File: config.mk
export PLATFORM = sky130hd
export DESIGN_NAME = pma_aux_top
export DESIGN_NICKNAME = d
export VERILOG_FILES = /design/src/hw/pma_sync_edge.v /design/src/hw/pma_clk_div.v /design/src/hw/pma_aux_top.v
export VERILOG_INCLUDE_DIRS = /design/src /design/src/hw
export SDC_FILE = /design/constraint.sdc
export NUM_CORES = 1
export LEC_CHECK = 0
export ABC_AREA = 1
export BUFFER_PORTS_ARGS = -buffer_cell sky130_fd_sc_hd__clkbuf_2
export CAP_MARGIN = 25
export CORE_MARGIN = 10
export CORE_UTILIZATION = 45
export DETAILED_ROUTE_END_ITERATION = 16
export PLACE_DENSITY = 0.69
export SLEW_MARGIN = 30
export SYNTH_ARGS = -nofsm -noshare
export SYNTH_HDL_FRONTEND = slang
export SYNTH_SLANG_ARGS = --single-unit
File: constraint.sdc
create_clock -name core_clk -period 1.8 [get_ports core_clk]
set_clock_uncertainty 0.05 [all_clocks]
set_input_delay 0.09 -clock core_clk [delete_from_list [all_inputs] [get_ports core_clk]]
set_output_delay 0.09 -clock core_clk [all_outputs]
set_load 0.01 [all_outputs]
File: src/hw/pma_defines.vh
`ifndef PMA_DEFINES_VH
`define PMA_DEFINES_VH
// register byte addresses
`define PMA_CTRL_ADDR      8'h00
`define PMA_STATUS_ADDR    8'h04
`define PMA_IRQ_STAT_ADDR  8'h08
`define PMA_IRQ_MASK_ADDR  8'h0c
`define PMA_CFG_ADDR       8'h10
// control register fields
`define PMA_ZC_SYNC_BIT    11
`define PMA_ASYNC_BIT      14
`define PMA_CLKSEL_LO      15
`define PMA_CLKSEL_HI      16
`define PMA_CTRL_RESET     32'h00004000
`define PMA_CTRL_MASK      32'h0001c800
// clock select codes
`define PMA_CLK_DIV1       2'h0
`define PMA_CLK_DIV2       2'h1
`define PMA_CLK_DIV4       2'h2
// irq status / mask bit positions
`define PMA_EV_WDOG        0
`define PMA_EV_CORRUPT     1
`define PMA_EV_THERMAL     2
`define PMA_EV_PGOOD       3
`define PMA_EV_TXLIMIT     4
`define PMA_EV_ZCPOS       5
`define PMA_EV_WIDTH       6
// timing
`define PMA_CLK_MHZ        100
`define PMA_RESET_PULSE_US 1000
`define PMA_RESET_CYCLES   (`PMA_RESET_PULSE_US * `PMA_CLK_MHZ)
`define PMA_WDOG_MS        1500
`define PMA_WDOG_CYCLES    (`PMA_WDOG_MS * 1000 * `PMA_CLK_MHZ)
`define PMA_TXHOLD_MS      125
`define PMA_TXHOLD_CYCLES  (`PMA_TXHOLD_MS * 1000 * `PMA_CLK_MHZ)
`define PMA_OSC_START_CYC  16
`endif

File: src/hw/pma_sync_edge.v
// two-stage synchroniser with edge detection on the second stage
module pma_sync_edge (
    input  wire core_clk,    // clock
    input  wire sys_rst,     // sync reset
    input  wire din,         // raw input
    output reg  level,       // synchronised level
    output wire rise,        // rising edge pulse
    output wire fall         // falling edge pulse
);
    reg stage1;
    reg levelD;

    always @(posedge core_clk) begin
        if (sys_rst) begin
            stage1 <= 1'b1;
            level  <= 1'b1;
            levelD <= 1'b1;
        end else begin
            stage1 <= din;
            level  <= stage1;
            levelD <= level;
        end
    end

    assign rise = level & ~levelD;
    assign fall = ~level & levelD;
endmodule // pma_sync_edge

File: src/hw/pma_clk_div.v
`include "pma_defines.vh"
// master clock divider, selection taken only at period end
module pma_clk_div (
    input  wire       core_clk,    // clock
    input  wire       sys_rst,     // sync reset
    input  wire [1:0] sel,         // requested ratio
    output reg        mclkOut      // divided clock
);
    reg [1:0] activeSel;
    reg [2:0] phase;
    wire      periodEnd;
    wire      lowPoint;

    // period of 2, 4 or 8 cycles, high in its first half
    assign periodEnd = (activeSel == `PMA_CLK_DIV1) ? phase[0] :
                       (activeSel == `PMA_CLK_DIV2) ? (phase[1:0] == 2'h3) :
                       (phase == 3'h7);
    assign lowPoint  = (activeSel == `PMA_CLK_DIV1) ? (phase == 3'h0) :
                       (activeSel == `PMA_CLK_DIV2) ? (phase == 3'h1) :
                       (phase == 3'h3);

    always @(posedge core_clk) begin
        if (sys_rst) begin
            activeSel <= `PMA_CLK_DIV4;
            phase     <= 3'h0;
            mclkOut   <= 1'b0;
        end else begin
            if (periodEnd) begin
                // switch only at the end of a whole period
                activeSel <= (sel == 2'h3) ? activeSel : sel;
                phase     <= 3'h0;
                mclkOut   <= 1'b1;
            end else begin
                phase <= phase + 3'h1;
                if (lowPoint)
                    mclkOut <= 1'b0;
            end
        end
    end
endmodule // pma_clk_div

File: src/hw/pma_aux_top.v
// Functional notes
// app reset output held low during startup sequence.
// reset output rises a fixed delay after oscillator startup ends.
// watchdog expiry resets internally and pulses reset low same delay.
// host pulses watchdog kick input low before expiry.
// mains phase output follows positive and negative zero-crossings.
// control bit 11 aligns transmit start to positive zero-crossing.
// sync transmit enables line interface, holds bit clock until crossing.
// zero-crossing sync works only in synchronous interface mode.
// async mode host watches mains phase output itself.
// master clock selectable as full, half or quarter rate; code gives core clock /2, /4 or /8.
// clock selection change waits for current period end.
// corruption flag set when stored control contents corrupted.
// corruption checking suppressed during a control write session.
// over-temperature switches the line interface off.
// transmit limit flag high while over-temperature persists, unlatched.
// power good low at startup, follows supply with hysteresis.
// transmit expiry raises limit flag, held at least minimum time.
// reset delay and watchdog period are parameterised cycle counts.
// watchdog kick synchronised and falling edge detected.
`include "pma_defines.vh"
module pma_aux_top #(
    parameter RESET_CYCLES  = `PMA_RESET_CYCLES,
    parameter WDOG_CYCLES   = `PMA_WDOG_CYCLES,
    parameter TXHOLD_CYCLES = `PMA_TXHOLD_CYCLES
) (
    input  wire        core_clk,          // 100 MHz clock
    input  wire        sys_rst,           // sync reset, active high
    input  wire [31:0] haddr,             // ahb address
    input  wire [1:0]  htrans,            // ahb transfer type
    input  wire        hwrite,            // ahb write
    input  wire [2:0]  hsize,             // ahb size
    input  wire [31:0] hwdata,            // ahb write data
    input  wire        hsel,              // ahb select
    input  wire        hready,            // ahb bus ready
    output reg  [31:0] hrdata,            // ahb read data
    output wire        hreadyout,         // ahb slave ready
    output wire        hresp,             // ahb response
    input  wire        watchdog_kick_in,  // host kick, active low pulse
    input  wire        mains_sense_in,    // zero-crossing comparator
    input  wire        rx_tx_select,      // 1 rx, 0 tx
    input  wire        bit_clock_in,      // raw bit clock from modem
    input  wire        over_temp_in,      // thermal shutdown indication
    input  wire        supply_above_in,   // supply above good threshold
    input  wire        supply_below_in,   // supply below threshold minus hyst
    input  wire        tx_expired_in,     // transmit duration expiry pulse
    output reg         app_reset_out,     // application reset, low active
    output wire        internal_reset,    // internal reset request
    output reg         mains_phase_out,   // mains phase
    output reg         bit_clock_out,     // gated bit clock
    output reg         line_interface,    // line interface enable
    output reg         config_corrupt_flag, // control corrupted
    output reg         tx_limit_flag_pin, // transmit limit flag
    output reg         power_good,        // power good
    output wire        mclk_out,          // master clock
    output wire        irq                // level interrupt
);
    reg  [31:0] ctrl;
    reg  [31:0] ctrlShadow;
    reg  [`PMA_EV_WIDTH-1:0] irqStat;
    reg  [`PMA_EV_WIDTH-1:0] irqMask;
    reg         writeSession;
    reg  [31:0] rstCnt;
    reg  [31:0] wdogCnt;
    reg  [31:0] holdCnt;
    reg  [4:0]  oscCnt;
    reg         oscDone;
    reg         wdogFire;
    reg         dataPhase;
    reg         dataWrite;
    reg  [7:0]  dataAddr;
    reg  [2:0]  txState;
    reg         zcSeen;
    reg         thermalD;
    reg         pgoodD;
    reg         txFlagD;
    wire        kickFall;
    wire        zcLevel;
    wire        zcRise;
    wire        zcFall;
    wire        syncMode;
    wire        corruptNow;
    wire [`PMA_EV_WIDTH-1:0] evSet;
    wire        statRead;

    localparam TX_IDLE = 3'b001;
    localparam TX_WAIT = 3'b010;
    localparam TX_RUN  = 3'b100;

    pma_sync_edge uKick (
        .core_clk (core_clk),
        .sys_rst  (sys_rst),
        .din      (watchdog_kick_in),
        .level    (),
        .rise     (),
        .fall     (kickFall)
    );

    pma_sync_edge uZc (
        .core_clk (core_clk),
        .sys_rst  (sys_rst),
        .din      (mains_sense_in),
        .level    (zcLevel),
        .rise     (zcRise),
        .fall     (zcFall)
    );

    pma_clk_div uMclk (
        .core_clk (core_clk),
        .sys_rst  (sys_rst),
        .sel      (ctrl[`PMA_CLKSEL_HI:`PMA_CLKSEL_LO]),
        .mclkOut  (mclk_out)
    );

    // ahb-lite slave, zero wait states
    assign hreadyout = 1'b1;
    assign hresp     = 1'b0;

    always @(posedge core_clk) begin
        if (sys_rst) begin
            dataPhase <= 1'b0;
            dataWrite <= 1'b0;
            dataAddr  <= 8'h00;
        end else if (hready) begin
            dataPhase <= hsel & htrans[1];
            dataWrite <= hsel & htrans[1] & hwrite;
            dataAddr  <= haddr[7:0];
        end
    end

    assign statRead = hready & hsel & htrans[1] & ~hwrite &
                      (haddr[7:0] == `PMA_IRQ_STAT_ADDR);

    always @(posedge core_clk) begin
        if (sys_rst) begin
            hrdata <= 32'h00000000;
        end else if (hready & hsel & htrans[1] & ~hwrite) begin
            case (haddr[7:0])
                `PMA_CTRL_ADDR:     hrdata <= ctrl;
                `PMA_STATUS_ADDR:   hrdata <= {25'h0, app_reset_out, power_good,
                                      tx_limit_flag_pin, config_corrupt_flag,
                                      line_interface, mains_phase_out, writeSession};
                `PMA_IRQ_STAT_ADDR: hrdata <= {26'h0, irqStat};
                `PMA_IRQ_MASK_ADDR: hrdata <= {26'h0, irqMask};
                `PMA_CFG_ADDR:      hrdata <= {31'h0, writeSession};
                default:            hrdata <= 32'h00000000;
            endcase
        end
    end

    // control register and shadow copy for integrity check
    always @(posedge core_clk) begin
        if (sys_rst) begin
            ctrl         <= `PMA_CTRL_RESET;
            ctrlShadow   <= `PMA_CTRL_RESET;
            irqMask      <= 6'h00;
            writeSession <= 1'b0;
        end else if (dataPhase & dataWrite) begin
            case (dataAddr)
                `PMA_CTRL_ADDR: begin
                    ctrl       <= hwdata & `PMA_CTRL_MASK;
                    ctrlShadow <= hwdata & `PMA_CTRL_MASK;
                end
                `PMA_IRQ_MASK_ADDR: irqMask      <= hwdata[`PMA_EV_WIDTH-1:0];
                `PMA_CFG_ADDR:      writeSession <= hwdata[0];
                default: ;
            endcase
        end
    end

    assign corruptNow = (ctrl != ctrlShadow) & ~writeSession;

    always @(posedge core_clk) begin
        if (sys_rst) begin
            config_corrupt_flag <= 1'b0;
        end else if (corruptNow) begin
            config_corrupt_flag <= 1'b1;
        end else if (dataPhase & dataWrite & (dataAddr == `PMA_CTRL_ADDR)) begin
            config_corrupt_flag <= 1'b0;
        end
    end

    // oscillator startup, reset generator and watchdog
    always @(posedge core_clk) begin
        if (sys_rst) begin
            oscCnt        <= 5'h00;
            oscDone       <= 1'b0;
            rstCnt        <= 32'h00000000;
            app_reset_out <= 1'b0;
            wdogCnt       <= 32'h00000000;
            wdogFire      <= 1'b0;
        end else begin
            wdogFire <= 1'b0;
            if (!oscDone) begin
                oscCnt  <= oscCnt + 5'h01;
                oscDone <= (oscCnt == `PMA_OSC_START_CYC - 1);
            end else if (!app_reset_out) begin
                if (rstCnt == RESET_CYCLES - 1) begin
                    app_reset_out <= 1'b1;
                    rstCnt        <= 32'h00000000;
                    wdogCnt       <= 32'h00000000;
                end else begin
                    rstCnt <= rstCnt + 32'h00000001;
                end
            end else if (kickFall) begin
                wdogCnt <= 32'h00000000;
            end else if (wdogCnt == WDOG_CYCLES - 1) begin
                app_reset_out <= 1'b0;
                wdogFire      <= 1'b1;
                wdogCnt       <= 32'h00000000;
            end else begin
                wdogCnt <= wdogCnt + 32'h00000001;
            end
        end
    end

    assign internal_reset = ~app_reset_out;

    // mains phase and power good
    always @(posedge core_clk) begin
        if (sys_rst) begin
            mains_phase_out <= 1'b0;
            power_good      <= 1'b0;
        end else begin
            if (zcRise)
                mains_phase_out <= 1'b1;
            else if (zcFall)
                mains_phase_out <= 1'b0;
            if (supply_above_in)
                power_good <= 1'b1;
            else if (supply_below_in)
                power_good <= 1'b0;
        end
    end

    // transmit start alignment
    assign syncMode = ctrl[`PMA_ZC_SYNC_BIT] & ~ctrl[`PMA_ASYNC_BIT];

    always @(posedge core_clk) begin
        if (sys_rst) begin
            txState        <= TX_IDLE;
            zcSeen         <= 1'b0;
            line_interface <= 1'b0;
            bit_clock_out  <= 1'b0;
        end else begin
            case (txState)
                TX_IDLE: begin
                    zcSeen        <= 1'b0;
                    bit_clock_out <= bit_clock_in;
                    if (!rx_tx_select)
                        txState <= syncMode ? TX_WAIT : TX_RUN;
                end
                TX_WAIT: begin
                    bit_clock_out <= 1'b0;
                    if (rx_tx_select)
                        txState <= TX_IDLE;
                    else if (zcRise) begin
                        zcSeen  <= 1'b1;
                        txState <= TX_RUN;
                    end
                end
                TX_RUN: begin
                    bit_clock_out <= bit_clock_in;
                    if (rx_tx_select)
                        txState <= TX_IDLE;
                end
                default: txState <= TX_IDLE;
            endcase
            // line on in transmit unless overheated
            line_interface <= ~rx_tx_select & ~over_temp_in;
        end
    end

    // transmit limit flag: thermal level or held expiry
    always @(posedge core_clk) begin
        if (sys_rst) begin
            holdCnt           <= 32'h00000000;
            tx_limit_flag_pin <= 1'b0;
        end else begin
            if (tx_expired_in)
                holdCnt <= TXHOLD_CYCLES;
            else if (holdCnt != 32'h00000000)
                holdCnt <= holdCnt - 32'h00000001;
            tx_limit_flag_pin <= over_temp_in | tx_expired_in |
                                 (holdCnt != 32'h00000000);
        end
    end

    // interrupt status: set wins over read-clear
    always @(posedge core_clk) begin
        if (sys_rst) begin
            thermalD <= 1'b0;
            pgoodD   <= 1'b0;
            txFlagD  <= 1'b0;
        end else begin
            thermalD <= over_temp_in;
            pgoodD   <= power_good;
            txFlagD  <= tx_expired_in;
        end
    end

    assign evSet = {zcRise, tx_expired_in & ~txFlagD, power_good ^ pgoodD,
                    over_temp_in & ~thermalD, corruptNow, wdogFire};

    always @(posedge core_clk) begin
        if (sys_rst)
            irqStat <= 6'h00;
        else
            irqStat <= (statRead ? 6'h00 : irqStat) | evSet;
    end

    assign irq = |(irqStat & irqMask);
endmodule // pma_aux_top

Word level (Yosys, flattened, before mapping)
Cells that the tools add are included.
W data, S select, Z words.
- register bits: 187
- input port bits: 82
- output and inout port bits: 44
- word-level logic and storage cells: 149
- add/subtract/negate cells: 5
- equal/unequal tests: 21
- multiplexer cells: 33
- bitwise gates (word level): 32
- reductions and logical operators: 23
- operator list (operator ; number):
    $mux W32 ; 5
    $pmux W17 S5 ; 1
    $add A32 B1 Y32 const B ; 2
    $mux W24 ; 2
    $eq A32 B17 Y1 const B ; 1
    $eq A32 B28 Y1 const B ; 1
    $reduce_bool A32 Y1 ; 1
    $sub A32 B1 Y32 const B ; 1
    $eq A8 B4 Y1 const B ; 3
    $mux W1 ; 17
    $eq A8 B5 Y1 const B ; 2
    $logic_not A8 Y1 ; 2
    $and A1 B1 Y1 ; 15
    $mux W3 ; 5
    $not A1 Y1 ; 12
    $reduce_and A2 Y1 ; 6
    $reduce_bool A2 Y1 ; 6
    $pmux W3 S3 ; 1
    $eq A8 B3 Y1 const B ; 1
    $and A6 B6 Y6 ; 1
    $eq A3 B1 Y1 const B ; 2
    $eq A3 B2 Y1 const B ; 2
    $eq A3 B3 Y1 const B ; 2
    $mux W6 ; 1
    17 further kinds ; 22

Depth between registers and ports, before layout
Gate-level depths: netlist of the first run.
- depth in word-level cells: 6
- depth in mapped cells: 13
- gate-level depth less buffers: 13

By module
From an unflattened synthesis of the first run, not the netlist that was laid out.
- cells, all modules: 1330
- area total of the unflattened synthesis: 8715.9 µm²
- by module, submodules not included (module ; times used ; cells an instance ; area an instance (µm²) ; sequential area each (µm²)):
    pma_aux_top ; 1 ; 1261 ; 8215.4 ; 3042.9
    pma_clk_div ; 1 ; 43 ; 305.3 ; 120.1
    pma_sync_edge ; 2 ; 13 ; 97.6 ; 60.1

Worst setup path after synthesis of the first run
OpenSTA, ideal clock, no wires.
- path kind: register -> register
- start: register rstCnt[0]
- end: register wdogCnt[6]
- setup time: 0.119 ns
- arrival time: 1.568 ns
- setup slack: 0.063 ns
- cell stages (with the launch flop): 13
- period minus slack after synthesis: 1.737 ns
- cell sequence: dfxtp_1 ha_1 nand2_1 nor2_2 nand2_1 nor2_2 nand2_2 nand2_2 nand2_2 buf_6 buf_6 o21ai_0 a21oi_1
- longest elaborated chain between the ends: 3
- RTL lines (element ; line ; text):
    from (decl) ; pma_aux_top.v:63 ; reg [31:0] rstCnt;
    from (signal assigned) ; pma_aux_top.v:203 ; rstCnt <= rstCnt + 32'h00000001;
    $eq A32 B17 Y1 ; pma_aux_top.v:198 ; if (rstCnt == RESET_CYCLES - 1) begin
    $reduce_bool A2 Y1 (no line) ; - ;
    $reduce_and A2 Y1 (no line) ; - ;
    to (signal assigned) ; pma_aux_top.v:212 ; wdogCnt <= wdogCnt + 32'h00000001;
    to (decl) ; pma_aux_top.v:64 ; reg [31:0] wdogCnt;
No other way between the ends.
A chain may end at the register's enable or synchronous reset.

Final worst setup path of the first run
- start: register rstCnt[1]
- end: register wdogCnt[30]
The elaborated chain is that of the path after synthesis.

==> impl_metrics.yaml, run 1 <==
sta:
  maxClockFrequency_ghz: 0.529
  max_slew_margin: 0.650
  period_needed_ns: 1.89
  worst_pin_slew_ns: 0.525
  fin_crit_sh: 1.05
  final-setup-viol-count: 25
  rsz0062_at_grt: "yes"
  finalHoldViolCount: 0
  drv_slew: 0
  layout_setup_ws_ns: -0.0888
hold_path:
  min-delay-start: "hready"
  holdPathStages: 3
  min_to: "dataAddr[4]"
  min_path_type: "input pin to register"
clock_network:
  path_clk_slew_ns: 0.07
  cts_buffer_depth: 2
  cts_tree: "yes"
  cts_sinks: 164
  cts_buffers: 17
  htree_num_levels: 4
  clk_latency_ns: 0.44
  cts-root-buf: "clkbuf_16"
critical_path:
  crit_buf_inv: 3
  cpLargestDelayFamily: "simple AND/OR/NAND/NOR gates"
  cp-end-kind: "register"
  startpoint_type: "register"
  worst-setup-path-type: "register to register"
  path_cells: "ha_4 -> nand2_4 -> nor2_4 -> nand2_1 -> nor2_2 -> nand2_2 -> buf_6 -> a21oi_4 -> buf_12 -> clkbuf_16 -> nand3_1 -> nand2_1 -> nor2_2"
  critPathMaxStageDelay_ns: 0.36
  critical_path.reg2reg.startpoint: "rstCnt[1]"
  worstPathArrival_ns: 2.17
  critPathSlowestCell: "dfxtp_2"
  reg2reg_to: "wdogCnt[30]"
  r2r_slack_ns: -0.09
  cp.depth: 13
  reg2reg_depth: 13
  cp-startpoint: "rstCnt[1]"
  crit_path_max_fanout: 9
  crit_required_ns: 2.08
global_routing:
  use_met1: 0.231
  grt_pass1_wl_um: 40200
  grt_pass1_vias: 8680
  grt_max_degree: 47
  met2_usage: 0.319
  antenna_found_initial: 0
  grt_overflow: 0
  grt_usage: 0.185
  grt_busiest_layer: "met2"
  grt_util_met3: 0.0328
die:
  io_pins: 126
  initial_utilization: 0.454
  core_region_area_um2: 19300
  die-height_um: 160
  dieArea_um2: 25500
  row_count: 51
  die_w_um: 160
outcome:
  status: "finished, violations left"
  violations: "negative setup slack"
final_layout:
  fill_cells: 1725
  final-seq-area_um2: 3290
  drive_gt1_frac: 0.230
  layout.nets: 1670
  multi_input_area_um2: 4940
  n_antenna_cell: 0
  area_growth_pct: 34.3
power:
  ir_worst_vdd_uv: 605
  power_w: 0.00891
  power_leakage_nw: 4.94
  power_density_nw_per_um2: 757
synthesis:
  synth_cell_types: 49
  yosys_warnings: 0
  ys_seq_elements: 164
  seq_area_frac_synth: 0.374
  synth.cell_area_um2: 8770
  syn_inst: 1343
  avgSynthCellArea_um2: 6.53
place:
  place_congestion: 0.910
  port_buffers: 51
  post-place-ws_ns: -0.293
  place_hpwl_um: 17200
routing:
  final_antenna_net_count: 0
  post_drt_wl_per_cell_um: 13.5
  drt_iter0_drc: 612
  vias_per_cell: 4.97
  wl_um: 25000
  num_vias: 9224
  drt_pre_antenna_iters: 5
  remaining_drc_errors: 0
job:
  cap_violations: 0
worst max path at each step:
stage / slack, ns / end
after detailed placement: -0.29 / wdogCnt[14]
final: -0.09 / wdogCnt[30]
after global routing: -0.17 / wdogCnt[14]
after floorplan: 0.06 / wdogCnt[6]
after global placement: -0.23 / wdogCnt[11]
after CTS: -0.04 / wdogCnt[8]
worst register-to-register path: cells and delay by family, from the launching register on:
kind	cells	cell delay, ns
buffers and inverters	3	0.47
AND/OR/NAND/NOR	8	0.60
adder cells (fa/ha/maj)	1	0.16
flip-flops	1	0.36
AO/OA/AOI/OAI	1	0.15
report_power, final:
group          internal (W)  switching, W
sequential          0.00376     0.0000933
combinational      0.000373      0.000588
clock               0.00240       0.00170
routing by layer:
layer / wire length (um) / up-vias
li1: - / 4720
met1: 11200 / 4203
met2: 12000 / 256
met3: 1340 / 45
met4: 496 / 0
met5: 0 / -
sequential cells by signal, indices dropped and copies added (netlist names), 3 cells and up:
signal / flops
irqStat: 5
wdogCnt: 32
rstCnt: 32
hrdata: 11
dataAddr: 8
ctrlShadow: 4
txState: 3
uMclk.phase: 3
holdCnt: 32
oscCnt: 5
irqMask: 6
Yosys cell counts, drive strengths merged:
cell type	instances	area, um^2
a31o	3	26.3
and3	1	6.26
nor3b	7	57.6
o221ai	1	8.76
a21oi	75	394
o21ai	49	249
clkbuf	21	78.8
conb	2	7.51
o21bai	2	15.0
nand3b	3	22.5
inv	145	547
ha	10	125
nand4	32	200
nor3	57	300
o21a	2	15.0
o211ai	2	15.0
a21boi	1	7.51
dfxtp	164	3280
o31ai	1	7.51
nor2	293	1130
o311ai	1	8.76
nand2	311	1190
a211oi	1	7.51
a31oi	3	18.8
clkinv	2	8.75
or2	7	43.8
o22ai	4	25.0
buf	35	274
xnor2	16	140
nand3	70	370
xor2	15	131
nor4	6	43.8
and2	1	6.26
through the flow:
| step | std cells | hold slack [ns] | area (um^2) | TNS (ns) | util |
|---|---|---|---|---|---|
| floorplan | 1365 | 0.117 | 8850 | 0 | - |
| global placement | 1769 | 0.224 | 10200 | -2.87 | 0.527 |
| detailed placement | 1769 | 0.227 | 10200 | -4.14 | 0.527 |
| CTS | 1846 | 0.00172 | 11400 | -0.270 | 0.590 |
| global route | 1856 | 0.0329 | 11800 | -4.06 | 0.609 |
| finish | 1856 | 0.0276 | 11800 | -1.37 | 0.609 |
layout by cell type, fill, tap and decap left out, types with 5 or more instances in the layout:
cell | Yosys | routed
nor3_2 | 3 | 7
clkbuf_2 | 0 | 51
a21oi_1 | 72 | 64
dfxtp_1 | 164 | 161
clkbuf_16 | 0 | 20
nand4_1 | 32 | 32
conb_1 | 2 | 24
nor3b_1 | 6 | 5
nand2_1 | 303 | 291
nor2_1 | 280 | 256
nand3_2 | 4 | 9
o21ai_0 | 48 | 44
nor2_2 | 13 | 29
nand3_1 | 66 | 61
dlygate4sd3_1 | 0 | 34
xor2_1 | 15 | 15
xnor2_1 | 16 | 16
inv_6 | 0 | 7
nand2_2 | 7 | 16
a21oi_2 | 2 | 10
nor2_4 | 0 | 9
nor4_1 | 5 | 5
inv_2 | 9 | 9
nor3_1 | 54 | 49
ha_1 | 10 | 9
inv_1 | 135 | 134
or2_2 | 6 | 6
buf_6 | 5 | 11
buf_4 | 27 | 144
cell families (layout without fill, tap and decap cells):
| kind of cell | after synthesis | count (layout) | share of synthesized area |
|---|---|---|---|
| and+or+nand+nor | 788 | 789 | 0.385 |
| buffers and inverters | 203 | 428 | 0.104 |
| DFF | 164 | 164 | 0.374 |
| AOI/OAI and AO/OA | 145 | 145 | 0.0910 |
| xor gates and xnor gates | 31 | 31 | 0.0310 |
| adders and majority gates | 10 | 10 | 0.0143 |
| other | 2 | 24 | 0.000856 |
repair_timing:
action / in CTS / in global routing
hold buffers: 34 / 0
hold endpoints to repair: 36 / 0
pin swaps: 2 / 40
gates cloned: 2 / 7
buffers inserted: 9 / 6
gates resized for setup: 21 / 76
endpoints found under the setup margin: 27 / 81
cell type report:
class	count	area share
Inverter	147	0.0474
Sequential cell	164	0.279
Clock buffer	17	0.0361
Multi-Input combinational cell	999	0.420
Clock inverter	15	0.0201
Timing Repair Buffer	249	0.169
Tap cell	265	0.0282
Note: power is estimated with default switching activity, not from simulation.
==> inputs of run 2 (changes only) <==
- PLACE_DENSITY: 0.69 -> 0.66
- clock period: 1.8 -> 2.03 ns (I/O delays scaled with it)
==> impl_metrics.yaml, run 2 (synthesized netlist as in run 1, its figures left out) <==
power:
  ir_worst_vdd_uv: 568
  power_leakage_nw: 4.18
  power_density_nw_per_um2: 718
critical_path:
  cp_common_cell: "nand2_1"
  crit_path_max_fanout: 5
  critPathSlowestCell: "dfxtp_1"
  path_cells: "ha_1 -> nand2_1 -> nor2_4 -> nand2_2 -> nor3_2 -> nand2_1 -> nor2_1 -> nand2_1 -> nand2_1 -> nand2_1 -> nor2_1"
  crit_required_ns: 2.35
  critPathMaxStageDelay_ns: 0.36
  cp-startpoint: "wdogCnt[1]"
  worstPathArrival_ns: 2.20
  worst-setup-path-type: "register to register"
  critical_path.reg2reg.startpoint: "wdogCnt[1]"
  cp-end-kind: "register"
  startpoint_type: "register"
  reg2reg_depth: 11
place:
  port_buffers: 51
  place_hpwl_um: 16500
  place_congestion: 0.894
  placed_area_um2: 9420
  post-place-ws_ns: -0.0461
  placed_cells: 1665
job:
  cap_violations: 0
clock_network:
  clk_latency_ns: 0.43
  path_clk_slew_ns: 0.07
  cts_buffers: 17
  cts_sinks: 164
  cts-root-buf: "clkbuf_16"
  htree_num_levels: 4
  cts_buffer_depth: 2
  cts_tree: "yes"
sta:
  layout_setup_ws_ns: 0.156
  worst_pin_slew_ns: 0.518
  finalHoldViolCount: 0
  final-setup-viol-count: 0
  period_needed_ns: 1.87
  maxClockFrequency_ghz: 0.534
  drv_slew: 0
  max_slew_margin: 0.654
  fin_crit_sh: 0.923
  rsz0062_at_grt: "no"
  hold_slack_ns: 0.0588
global_routing:
  grt_pass1_vias: 8068
  antenna_found_initial: 0
  grt_max_degree: 42
  grt_usage: 0.174
  grt_overflow: 0
  grt_pass1_wl_um: 38100
die:
  die-height_um: 160
  row_count: 51
  io_pins: 126
  die_w_um: 160
  initial_utilization: 0.454
  core_region_area_um2: 19300
  dieArea_um2: 25500
routing:
  drt_pre_antenna_iters: 5
  post_drt_wl_per_cell_um: 12.8
  vias_per_cell: 4.91
  wl_um: 22200
  drt_iter0_drc: 425
  remaining_drc_errors: 0
  num_vias: 8497
  final_antenna_net_count: 0
final_layout:
  drive_gt1_frac: 0.124
  layout_common_cells: "nand2_1, nor2_1, dfxtp_1"
  n_antenna_cell: 0
  layout.nets: 1545
  final_common_cell: "nand2_1"
  reg_top3: "holdCnt x32, rstCnt x32, wdogCnt x32"
  area_growth_pct: 18.6
  final_cells: 1731
  fin_area_um2: 10400
hold_path:
  min_path_type: "input pin to register"
  holdPathStages: 4
  min-delay-start: "sys_rst"
outcome:
  status: "finished, final reports clean"
-- run 2: changes by cell type in the layout (fill, tap and decap cells not counted), sizes merged --
cell,delta
buf,-120
bufinv,-4
clkbuf,-3
clkinv,+3
bufbuf,-1
clkinvlp,+1
nor2,-1
-- run 2: worst max-delay path, delay by kind of cell, from the launching register on --
kind | cells | cell delay [ns]
flops | 1 | 0.36
fa+ha+maj | 1 | 0.19
simple gates | 10 | 1.21
-- run 2: routing by layer --
layer,track usage,part of all wire
met5,0,0
met4,0.0438,0.011
met3,0.0341,0.047
met2,0.286,0.47
met1,0.228,0.48
-- run 2: final cells by class --
class	instances	area, um^2
Fill cell	1928	8930
Clock inverter	15	178
Clock buffer	17	425
Sequential cell	164	3280
Multi-Input combinational cell	998	4690
Tap cell	265	332
Inverter	147	556
Timing Repair Buffer	125	937
-- run 2: where the power goes --
part           switching (W)  internal [W]
Clock                0.00158       0.00167
Sequential         0.0000842       0.00333
Combinational       0.000491      0.000307
Total                0.00215       0.00531
-- run 2: repair_timing --
action | in CTS | in global routing
hold buffers | 34 | 0
endpoints found under the hold margin | 35 | 0
gates resized for setup | 1 | 8
setup buffers | 0 | 0
endpoints found under the setup margin | 11 | 19
-- run 2: worst paths after layout --
path | endpoint | slack (ns)
worst min-delay path | wdogCnt[3] | 0.06
worst max-delay path | wdogCnt[26] | 0.16
worst max register to register | wdogCnt[26] | 0.16
worst min register to register | uKick.level | 0.36
-- run 2: through the flow --
stage / TNS [ns] / util / power [W]
after floorplan: 0 / - / 0.00405
after global placement: 0 / 0.487 / 0.00421
after detailed placement: -0.250 / 0.487 / 0.00423
after CTS: 0 / 0.536 / 0.00752
after global routing: 0 / 0.538 / 0.00781
final: 0 / 0.538 / 0.00747
==> inputs of run 3 (changes only) <==
- PLACE_DENSITY: 0.66 -> 0.69
- clock period: 2.03 -> 1.5 ns (I/O delays scaled with it)
==> impl_metrics.yaml, run 3 (synthesized netlist as in run 1, its figures left out) <==
routing:
  remaining_drc_errors: 0
  drt_pre_antenna_iters: 5
  num_vias: 10300
  wl_um: 30500
  post_drt_wl_per_cell_um: 15.4
  vias_per_cell: 5.19
  drt_iter0_drc: 810
  final_antenna_net_count: 0
global_routing:
  grt_overflow: 0
  grt_usage: 0.204
  grt_pass1_wl_um: 44300
  grt_pass1_vias: 9681
  antenna_found_initial: 0
  grt_max_degree: 44
final_layout:
  fill_cells: 1408
  final-seq-area_um2: 3340
  final_common_cell: "buf_4"
  area_growth_pct: 57.5
  multi_input_area_um2: 5920
  layout.nets: 1798
  reg_top3: "holdCnt x32, rstCnt x32, wdogCnt x32"
  n_antenna_cell: 0
  layout_common_cells: "buf_4, nand2_1, nor2_1"
  drive_gt1_frac: 0.428
clock_network:
  path_clk_slew_ns: 0.07
  cts_sinks: 164
  cts_tree: "yes"
  htree_num_levels: 4
  cts_buffer_depth: 2
  cts-root-buf: "clkbuf_16"
  clk_latency_ns: 0.45
  cts_buffers: 17
die:
  initial_utilization: 0.454
  dieArea_um2: 25500
  io_pins: 126
  core_region_area_um2: 19300
  die_w_um: 160
  die-height_um: 160
  row_count: 51
outcome:
  status: "finished, violations left"
  violations: "negative setup slack"
power:
  ir_worst_vdd_uv: 816
  power_leakage_nw: 5.91
  power_density_nw_per_um2: 788
hold_path:
  min_path_type: "input pin to register"
critical_path:
  worstPathArrival_ns: 2.13
  worst-setup-path-type: "register to register"
  path_cells: "ha_4 -> nand2_4 -> nor2_4 -> nand2_1 -> nor2_2 -> nand2_2 -> nand2_4 -> nand2_4 -> buf_12 -> o21ai_4 -> buf_6 -> nor2_1"
  crit_required_ns: 1.78
  cp_common_cell: "nand2_4"
  critPathMaxStageDelay_ns: 0.36
  startpoint_type: "register"
  crit_path_max_fanout: 12
  cp-end-kind: "register"
  critPathSlowestCell: "dfxtp_2"
sta:
  final-setup-viol-count: 91
  period_needed_ns: 1.86
  layout_setup_ws_ns: -0.357
  maxClockFrequency_ghz: 0.539
  drv_slew: 0
  finalHoldViolCount: 0
  setup_tns_ns: -19.00
  rsz0062_at_grt: "yes"
  fin_crit_sh: 1.24
  hold_slack_ns: 0.0139
job:
  cap_violations: 0
place:
  place_hpwl_um: 18500
  place_congestion: 0.913
  port_buffers: 51
[run 3: cell count changes in the layout (fill, tap and decap cells not counted), sizes merged]
cell,delta
clkbuf,+3
bufinv,+1
inv,-3
clkinvlp,+1
dlygate4sd3,+1
buf,+250
[run 3: routing by layer]
layer	wire length [um]	up-vias	global-route usage
met5	0	-	0
met2	15200	379	0.354
met4	1150	0	0.0830
met1	12400	4821	0.243
li1	-	4978	-
met3	1760	118	0.0365
[run 3: final cells by class]
type | count | share of cell area
multi-input cells | 998 | 0.428
flip-flops and latches | 164 | 0.242
repair buffers | 378 | 0.221
inverters | 147 | 0.0409
clock buffers | 18 | 0.0318
well taps | 265 | 0.0240
clock inverters | 14 | 0.0120
[run 3: timing repair]
item,4_1_cts,5_1_grt
hold endpoints to repair,36,0
endpoints found under the setup margin,102,124
cloned,2,2
setup buffers,18,18
hold buffers,35,0
pin swaps,45,108
gates resized for setup,148,265
[run 3: worst paths after layout]
kind                               endpoint  slack, ns         start  cells after the start
worst max-delay path            wdogCnt[26]      -0.36     rstCnt[0]                     12
worst min-delay path            wdogCnt[15]       0.01       sys_rst                      4
worst max register to register  wdogCnt[26]      -0.36     rstCnt[0]                     12
worst min register to register  uKick.level       0.37  uKick.stage1                      1
[run 3: worst max-delay path: cells and delay by family, from the launching register on]
family,cells,cell delay (ns)
flops,1,0.36
simple gates,8,0.70
fa+ha+maj,1,0.16
buf+inv,2,0.32
compound gates,1,0.15
[run 3: report_power, final]
| group | leakage [nW] | internal [W] | switching (W) |
|---|---|---|---|
| Sequential | 1.35 | 0.00451 | 0.000123 |
| Clock | 0.290 | 0.00241 | 0.00209 |
| Combinational | 4.27 | 0.000760 | 0.000986 |
| Total | 5.91 | 0.00769 | 0.00320 |
[run 3: metrics by stage]
step | total power (W) | cells | utilization | setup WS [ns] | area (um^2)
2_1_floorplan | 0.00548 | 1365 | - | -0.171 | 8930
3_3_place_gp | 0.00591 | 1881 | 0.576 | -0.545 | 11100
3_5_place_dp | 0.00593 | 1881 | 0.576 | -0.635 | 11100
4_1_cts | 0.0105 | 1967 | 0.661 | -0.272 | 12800
5_1_grt | 0.0113 | 1984 | 0.714 | -0.426 | 13800
6_report | 0.0109 | 1984 | 0.714 | -0.357 | 13800
